**src/bbs_pkg.sv**
```systemverilog
package bbs_pkg;

  // Host clock
  localparam int CLK_PERIOD_NS = 50;

  // Memory geometry
  localparam int ADDR_W = 15;
  localparam int DATA_W = 8;

  // Device timing, slower grade where two grades differ
  localparam int ADDR_ACCESS_TIME_NS = 100;
  localparam int GATE_ACCESS_TIME_NS = 50;
  localparam int FLOAT_TIME_NS = 50;
  localparam int STROBE_WIDTH_NS = 80;
  localparam int DATA_SETUP_TIME_NS = 50;
  localparam int DATA_HOLD_TIME_NS = 5;
  localparam int ADDR_HOLD_TIME_NS = 10;
  localparam int RECOVERY_DELAY_MS = 200;

  // Least time in ns to whole clock cycles, never below one
  function automatic int ns_up(input int ns);
    int c;
    c = (ns + CLK_PERIOD_NS - 1) / CLK_PERIOD_NS;
    if (c < 1)
    begin
      c = 1;
    end
    return c;
  endfunction : ns_up

  // Latency of the three-stage pin input filter
  localparam int SYNC_LAT = 4;

  // Cycle counts derived from the times above
  localparam logic [3:0] ACC_CYC = 4'(ns_up(ADDR_ACCESS_TIME_NS));
  localparam logic [3:0] RD_CYC = 4'(ns_up(ADDR_ACCESS_TIME_NS)
                                     + SYNC_LAT + 1);
  localparam logic [3:0] STROBE_CYC = 4'(ns_up(STROBE_WIDTH_NS));
  localparam logic [3:0] FLOAT_CYC = 4'(ns_up(FLOAT_TIME_NS));
  localparam logic [3:0] HOLD_CYC = 4'(ns_up(ADDR_HOLD_TIME_NS));
  localparam int RECOVERY_CYC = RECOVERY_DELAY_MS * 1000000
                                / CLK_PERIOD_NS;

  // Battery check sequence
  localparam logic [ADDR_W-1:0] CHECK_ADDR = 15'h0000;
  localparam logic [2:0] CHK_FIRST = 3'h0;
  localparam logic [2:0] CHK_READBACK = 3'h2;
  localparam logic [2:0] CHK_DONE = 3'h4;

  typedef enum logic [2:0] {
    S_RECOVER = 3'b000,
    S_IDLE    = 3'b001,
    S_READ    = 3'b010,
    S_WRITE   = 3'b011,
    S_HOLD    = 3'b100
  } bbs_state_t;

endpackage : bbs_pkg

```
**src/bbs_pin_if.sv**
```systemverilog
`timescale 1ns/10ps
interface bbs_pin_if;
  logic [7:0] data_q;
  logic pf_q;
  modport sync (output data_q, output pf_q);
  modport user (input data_q, input pf_q);
endinterface : bbs_pin_if

```
**src/bbs_host.sv**
```systemverilog
`timescale 1ns/10ps
module bbs_host
  import bbs_pkg::*;
#(
  parameter int REC_CYCLES = RECOVERY_CYC,
  parameter int REC_W = $clog2(REC_CYCLES + 1)
)
(
  input wire logic clock, // 20 MHz host clock
  input wire logic rstn, // Asynchronous reset, active low
  input wire logic req, // Access request, level
  input wire logic req_wr, // 1 write, 0 read
  input wire logic [ADDR_W-1:0] req_addr, // Byte address
  input wire logic [DATA_W-1:0] req_wdata, // Write data
  output logic ready, // Accepting a request
  output logic done, // One-cycle pulse at end of access
  output logic [DATA_W-1:0] rdata, // Last read data
  output logic battery_low_flag, // Battery check failed
  input wire logic power_fail, // Supply monitor, high when failing
  output logic chip_sel_n, // Memory chip select
  output logic gate_n, // Memory output gate
  output logic strobe_n, // Memory write strobe
  output logic [ADDR_W-1:0] mem_addr, // Memory address lines
  output logic [DATA_W-1:0] data_lines_out, // Data lines, driven value
  output logic data_lines_oe, // Data lines driven when high
  input wire logic [DATA_W-1:0] data_lines_in // Data lines, sensed
);

  logic rst_s1_reg;
  logic rst_n;
  bbs_pin_if pins ();

  bbs_state_t state_reg, state_next;
  logic [3:0] cnt_reg, cnt_next;
  logic [REC_W-1:0] rec_reg, rec_next;
  logic [2:0] chk_reg, chk_next;
  logic op_wr_reg, op_wr_next;
  logic op_user_reg, op_user_next;
  logic [ADDR_W-1:0] op_addr_reg, op_addr_next;
  logic [DATA_W-1:0] op_data_reg, op_data_next;
  logic [DATA_W-1:0] orig_reg;
  logic start_op;
  logic capture;
  logic op_end;

  // Reset released through two flops
  always_ff @(posedge clock or negedge rstn)
  begin
    if (!rstn)
    begin
      rst_s1_reg <= 1'b0;
      rst_n <= 1'b0;
    end
    else
    begin
      rst_s1_reg <= 1'b1;
      rst_n <= rst_s1_reg;
    end
  end

  // Power-fail and read data are pins from outside the clock domain
  bbs_pin_sync u_sync (
    .clock(clock),
    .rst_n(rst_n),
    .data_pin(data_lines_in),
    .pf_pin(power_fail),
    .pins(pins)
  );

  // Sequencer: next state, counters and the operation in flight
  always_comb
  begin
    state_next = state_reg;
    cnt_next = cnt_reg;
    rec_next = rec_reg;
    chk_next = chk_reg;
    op_wr_next = op_wr_reg;
    op_user_next = op_user_reg;
    op_addr_next = op_addr_reg;
    op_data_next = op_data_reg;
    start_op = 1'b0;
    capture = 1'b0;
    op_end = (state_reg == S_HOLD) && (cnt_reg == 4'h0);
    case (state_reg)
      S_RECOVER:
      begin
        if (rec_reg == '0)
        begin
          state_next = S_IDLE;
        end
        else
        begin
          rec_next = rec_reg - 1'b1;
        end
      end
      S_IDLE:
      begin
        if (chk_reg != CHK_DONE)
        begin
          // Battery check: read, write inverse, read back, restore
          start_op = 1'b1;
          op_user_next = 1'b0;
          op_wr_next = chk_reg[0];
          op_addr_next = CHECK_ADDR;
          op_data_next = (chk_reg == 3'h1) ? ~orig_reg : orig_reg;
        end
        else if (req)
        begin
          start_op = 1'b1;
          op_user_next = 1'b1;
          op_wr_next = req_wr;
          op_addr_next = req_addr;
          op_data_next = req_wdata;
        end
        if (start_op)
        begin
          state_next = op_wr_next ? S_WRITE : S_READ;
          cnt_next = op_wr_next ? STROBE_CYC - 4'h1 : RD_CYC - 4'h1;
        end
      end
      S_READ:
      begin
        if (cnt_reg == 4'h0)
        begin
          capture = 1'b1;
          state_next = S_HOLD;
          cnt_next = FLOAT_CYC - 4'h1;
        end
        else
        begin
          cnt_next = cnt_reg - 4'h1;
        end
      end
      S_WRITE:
      begin
        if (cnt_reg == 4'h0)
        begin
          state_next = S_HOLD;
          cnt_next = HOLD_CYC - 4'h1;
        end
        else
        begin
          cnt_next = cnt_reg - 4'h1;
        end
      end
      S_HOLD:
      begin
        if (op_end)
        begin
          state_next = S_IDLE;
          if (!op_user_reg)
          begin
            chk_next = chk_reg + 3'h1;
          end
        end
        else
        begin
          cnt_next = cnt_reg - 4'h1;
        end
      end
      default:
      begin
        state_next = S_RECOVER;
      end
    endcase
    // Power fail aborts anything, restarts the wait and the check
    if (pins.pf_q)
    begin
      state_next = S_RECOVER;
      rec_next = REC_W'(REC_CYCLES);
      chk_next = CHK_FIRST;
      start_op = 1'b0;
      capture = 1'b0;
    end
  end

  // Sequencer registers
  always_ff @(posedge clock or negedge rst_n)
  begin
    if (!rst_n)
    begin
      state_reg <= S_RECOVER;
      cnt_reg <= 4'h0;
      rec_reg <= REC_W'(REC_CYCLES);
      chk_reg <= CHK_FIRST;
      op_wr_reg <= 1'b0;
      op_user_reg <= 1'b0;
      op_addr_reg <= '0;
      op_data_reg <= '0;
    end
    else
    begin
      state_reg <= state_next;
      cnt_reg <= cnt_next;
      rec_reg <= rec_next;
      chk_reg <= chk_next;
      op_wr_reg <= op_wr_next;
      op_user_reg <= op_user_next;
      op_addr_reg <= op_addr_next;
      op_data_reg <= op_data_next;
    end
  end

  // Memory pins follow the next state so every pin is a flop
  always_ff @(posedge clock or negedge rst_n)
  begin
    if (!rst_n)
    begin
      chip_sel_n <= 1'b1;
      gate_n <= 1'b1;
      strobe_n <= 1'b1;
      mem_addr <= '0;
      data_lines_out <= '0;
      data_lines_oe <= 1'b0;
    end
    else
    begin
      chip_sel_n <= !((state_next == S_READ) || (state_next == S_WRITE));
      gate_n <= !(state_next == S_READ);
      strobe_n <= !(state_next == S_WRITE);
      mem_addr <= op_addr_next;
      data_lines_out <= op_data_next;
      data_lines_oe <= (state_next == S_WRITE)
                       || ((state_next == S_HOLD) && op_wr_next);
    end
  end

  // User-side answers
  always_ff @(posedge clock or negedge rst_n)
  begin
    if (!rst_n)
    begin
      ready <= 1'b0;
      done <= 1'b0;
      rdata <= '0;
    end
    else
    begin
      ready <= (state_next == S_IDLE) && (chk_next == CHK_DONE);
      done <= op_end && op_user_reg && !pins.pf_q;
      if (capture && op_user_reg)
      begin
        rdata <= pins.data_q;
      end
    end
  end

  // Battery check: a swallowed write leaves the old byte in place
  always_ff @(posedge clock or negedge rst_n)
  begin
    if (!rst_n)
    begin
      orig_reg <= '0;
      battery_low_flag <= 1'b0;
    end
    else if (capture && !op_user_reg)
    begin
      if (chk_reg == CHK_FIRST)
      begin
        orig_reg <= pins.data_q;
      end
      else if (chk_reg == CHK_READBACK)
      begin
        battery_low_flag <= (pins.data_q != ~orig_reg);
      end
    end
  end
endmodule : bbs_host

```
**src/bbs_pin_sync.sv**
```systemverilog
`timescale 1ns/10ps
module bbs_pin_sync
  import bbs_pkg::*;
(
  input wire logic clock, // Host clock
  input wire logic rst_n, // Synchronised reset, active low
  input wire logic [DATA_W-1:0] data_pin, // Data lines from the memory
  input wire logic pf_pin, // Power-fail level from supply monitor
  bbs_pin_if.sync pins // Filtered copies
);

  logic [DATA_W:0] s1_reg;
  logic [DATA_W:0] s2_reg;
  logic [DATA_W:0] s3_reg;
  logic [DATA_W:0] q_reg;

  // Three stages; the first is read only by the second
  always_ff @(posedge clock or negedge rst_n)
  begin
    if (!rst_n)
    begin
      s1_reg <= 9'h100;
      s2_reg <= 9'h100;
      s3_reg <= 9'h100;
    end
    else
    begin
      s1_reg <= {pf_pin, data_pin};
      s2_reg <= s1_reg;
      s3_reg <= s2_reg;
    end
  end

  // A change counts once stages two and three agree
  always_ff @(posedge clock or negedge rst_n)
  begin
    if (!rst_n)
    begin
      q_reg <= 9'h100; // Assume power failing until seen otherwise
    end
    else if (s2_reg == s3_reg)
    begin
      q_reg <= s2_reg;
    end
  end

  assign pins.data_q = q_reg[DATA_W-1:0];
  assign pins.pf_q = q_reg[DATA_W];

endmodule : bbs_pin_sync

```
**config.mk**
```make
export PLATFORM = sky130hd
export DESIGN_NAME = bbs_host
export DESIGN_NICKNAME = d
export VERILOG_FILES = /design/src/bbs_pkg.sv /design/src/bbs_pin_if.sv /design/src/bbs_host.sv /design/src/bbs_pin_sync.sv
export SDC_FILE = /design/constraint.sdc
export NUM_CORES = 1
export LEC_CHECK = 0
export ABC_AREA = 1
export ABC_CLOCK_PERIOD_IN_PS = 3220
export BUFFER_PORTS_ARGS = -buffer_cell sky130_fd_sc_hd__buf_4
export CORE_MARGIN = 5
export CORE_UTILIZATION = 47
export DETAILED_ROUTE_END_ITERATION = 8
export GPL_TIMING_DRIVEN = 0
export MAX_ROUTING_LAYER = met4
export PLACE_DENSITY = 0.72
export SLEW_MARGIN = 10
export SYNTH_ARGS = -nofsm -noshare
export SYNTH_HDL_FRONTEND = slang
export SYNTH_SLANG_ARGS = --single-unit
```
**constraint.sdc**
```tcl
create_clock -name clock -period 3.22 [get_ports clock]
set_input_delay 0.322 -clock clock [delete_from_list [all_inputs] [get_ports clock]]
set_output_delay 0.322 -clock clock [all_outputs]
set_load 0.01 [all_outputs]
```
==> run_results.csv <==
group,metric,value,unit
setup_path,rrSetupSlack,1.20,ns
setup_path,crit_top_cell,"nand2_1",
grt,grt_pass1_vias,4503,
drt,vias,4501,
synthesis,yosys.area.top_type,"dfrtp_1",
timing,finClkSkew,0.00697,ns
run_status,outcome,"finished clean",
place,dp_hpwl,8.57,mm
synthesis,syn-cell-area,0.00549,mm^2
clock_network,cts_root_buf,"clkbuf_16",
drt,vias_per_cell,5.07,
finish,final-seq-area,0.00297,mm^2
drt,routed_wl,11.9,mm
timing,rsz0062_at_grt,"false",
timing,drv_slew,0,
setup_path,slowest_stage,"dfrtp_1",
finish,finalInstanceArea,0.00686,mm^2
die,die_y,118,um
clock_network,htreeDepth,4,
grt,track_usage,18.5,%
clock_network,cts.sinks,118,
setup_path,cp_max_fo,10,
synthesis,synth_area_leaders,"dfrtp_1 (47%), nand2_1 (12%), dfstp_2 (6.7%), o21ai_0 (5.5%), nor2_1 (3.8%)",
clock_network,cts_buffer_depth,2,
synthesis,yosysWarnings,0,
timing,setup-tns-final,0,ns
setup_path,cp-end-kind,"flip-flop",
drt,ant_nets,0,
setup_path,arrival,2.32,ns
place,place_congestion,0.870,
synthesis,seq_area_frac_synth,54.1,%
power,power_density,853,mW/mm^2
grt,grt_max_degree,64,
die,row_count,39,
timing,worst_slew_pin_slew,0.803,ns
drt,wl_per_cell,13.5,um
timing,fmax,0.494,GHz
finish,layoutNonFillerInstCount,887,
synthesis,syn_area_per_cell,8.68,um^2
setup_path,required,3.51,ns
timing,fin_crit_sh,62.8,%
flow_run,cap_violations,0,
setup_path,path_cells,"inv_1 > ha_1 > nand2_1 > buf_4 > clkinv_2 > nand3_1 > nand2_1 > nor2_1 > nor2_1 > nand2_1 > nand3_1 > nand2_1",
synthesis,synth_cell_types,33,
grt,grt_pass1_wl,20.8,mm
clock_network,cts_setup_buffers,0,
setup_path,max_stage_delay,0.41,ns
worst_hold_path,hp-class,"in -> reg",
grt,overflow,0,
finish,multi_input_comb_area,0.00221,mm^2
finish,nets,774,
power,ir_worst_vdd,0.000593,V
die,top_level_ports,74,
worst_hold_path,hold_depth,1,
finish,mostFrequentLayoutCell,"nand2_1",
drt,drc,0,
die,core,0.0114,mm^2
timing,maxSlewHeadroom,46.5,%
drt,drtIter0Drc,333,
clock_network,path_clk_slew,0.05,ns
die,start_util,48.1,%
finish,mostFrequentLayoutCells,"nand2_1 (175), dfrtp_1 (103), buf_4 (78), o21ai_0 (60), nor2_1 (56)",
place,portBuffers,73,
finish,largest_reg_flops,22,
grt,antenna_found_initial,0,
timing,hold_viol,0,
die,die_w,118,um
finish,drive_gt1_share,21.4,%
timing,setup_viol,0,
place,dp_cells,849,
clock_network,clk_latency,0.41,ns
timing,fin_crit,2.02,ns
synthesis,synth_nets,675,
finish,n_antenna_cell,0,
die,die_area,0.0139,mm^2
drt,dr.pass1.iters,5,
finish,area_growth,24.9,%
synthesis,synth-seq-cells,118,
place,dpl-instance-area,0.00625,mm^2
setup_path,crit_type,"reg -> reg",
setup_path,r2r_cells,12,
synthesis,synth_top_area_share,47.4,%
setup_path,cp-start-kind,"flip-flop",
clock_network,cts_tree,"yes",
finish,fillers,965,
power,p_leak,0.00342,uW
clock_network,cts_made_buffers,17,
synthesis,postSynthCellCount,632,
-- critical path: cells and delay by family (launching register included) --
family	cells	cell delay [ns]
simple gates	8	0.81
buf+inv	3	0.45
fa+ha+maj	1	0.23
flops	1	0.41
-- repair_timing --
item                                    in CTS  in global routing
gates resized for setup                      0                  0
hold buffers                                 5                  1
endpoints found under the hold margin        6                  1
endpoints found under the setup margin       0                  0
-- per-stage QoR --
stage	hold WS (ns)	worst slack, ns	util [%]	total power, uW
after floorplan	0.0264	1.26	-	3520
after global placement	0.104	0.620	54.4	4030
after detailed placement	0.106	1.21	54.7	4140
after CTS	0.000369	1.17	59.9	5900
after global routing	0.00293	0.943	60.0	6280
final	0.0196	1.20	60.0	5850
-- layout make-up --
cell class	count	area share [%]
multi-input combinational	443	32.3
inverter	53	2.96
buffer	18	1.51
timing repair buffer	80	9.27
tap	143	2.61
clock buffer	28	7.68
sequential	118	43.4
clock inverter	4	0.329
-- final timing paths --
check                                      startpoint                          end
min in group asynchronous                        rstn              rst_n$_DFF_PN0_
min                                  data_lines_in[0]   u_sync.s1_reg[0]$_DFF_PN0_
max reg2reg                      chk_reg[0]$_DFF_PN0_      data_lines_oe$_DFF_PN0_
max                              chk_reg[0]$_DFF_PN0_      data_lines_oe$_DFF_PN0_
max in group asynchronous             rst_n$_DFF_PN0_  u_sync.q_reg[8]$_DFFE_PN1N_
min reg2reg                u_sync.s1_reg[3]$_DFF_PN0_   u_sync.s2_reg[3]$_DFF_PN0_
-- power by group --
part / internal [uW] / switching [uW]
Clock: 1100 / 617
Sequential: 1870 / 303
Combinational: 765 / 1190
-- cells in the mapped netlist --
master	number
clkinv_2	1
buf_2	2
nand3_2	3
o21ai_0	60
ha_1	7
buf_4	5
o21bai_1	1
nand2_1	175
o21ai_1	5
inv_1	51
nand3_1	41
buf_6	2
inv_4	1
nand2_4	1
or2_1	1
conb_1	1
a21oi_1	13
nor2_2	5
dfrtp_1	104
xor2_1	22
nor2_4	1
clkbuf_1	9
o21ai_2	10
xnor2_1	6
dfstp_2	14
nand2_2	3
a21o_1	6
a21oi_2	1
nand4_1	13
nor3_1	2
nor2_1	56
or2_2	8
and2_1	2
-- metal layers --
metal  track usage, %  vias to the layer above  part of all wire (%)
li1                 -                     2228                     -
met1             22.8                     2129                    43
met2             28.8                      127                    48
met3             5.77                       17                   6.5
met4             6.81                        0                   1.8
met5                -                        -                     0
-- cells by family (layout without fill, tap and decap cells) --
logic type / count (synthesis) / in the layout / share of synthesized area, %
AOI/OAI and AO/OA: 96 / 96 / 9.83
and+or+nand+nor: 311 / 311 / 24.3
xor gates and xnor gates: 28 / 28 / 4.47
buffers and inverters: 71 / 183 / 5.59
other: 1 / 1 / 0.0683
adders and majority gates: 7 / 7 / 1.60
DFF: 118 / 118 / 54.1
Note: power is estimated with default switching activity, not from simulation.
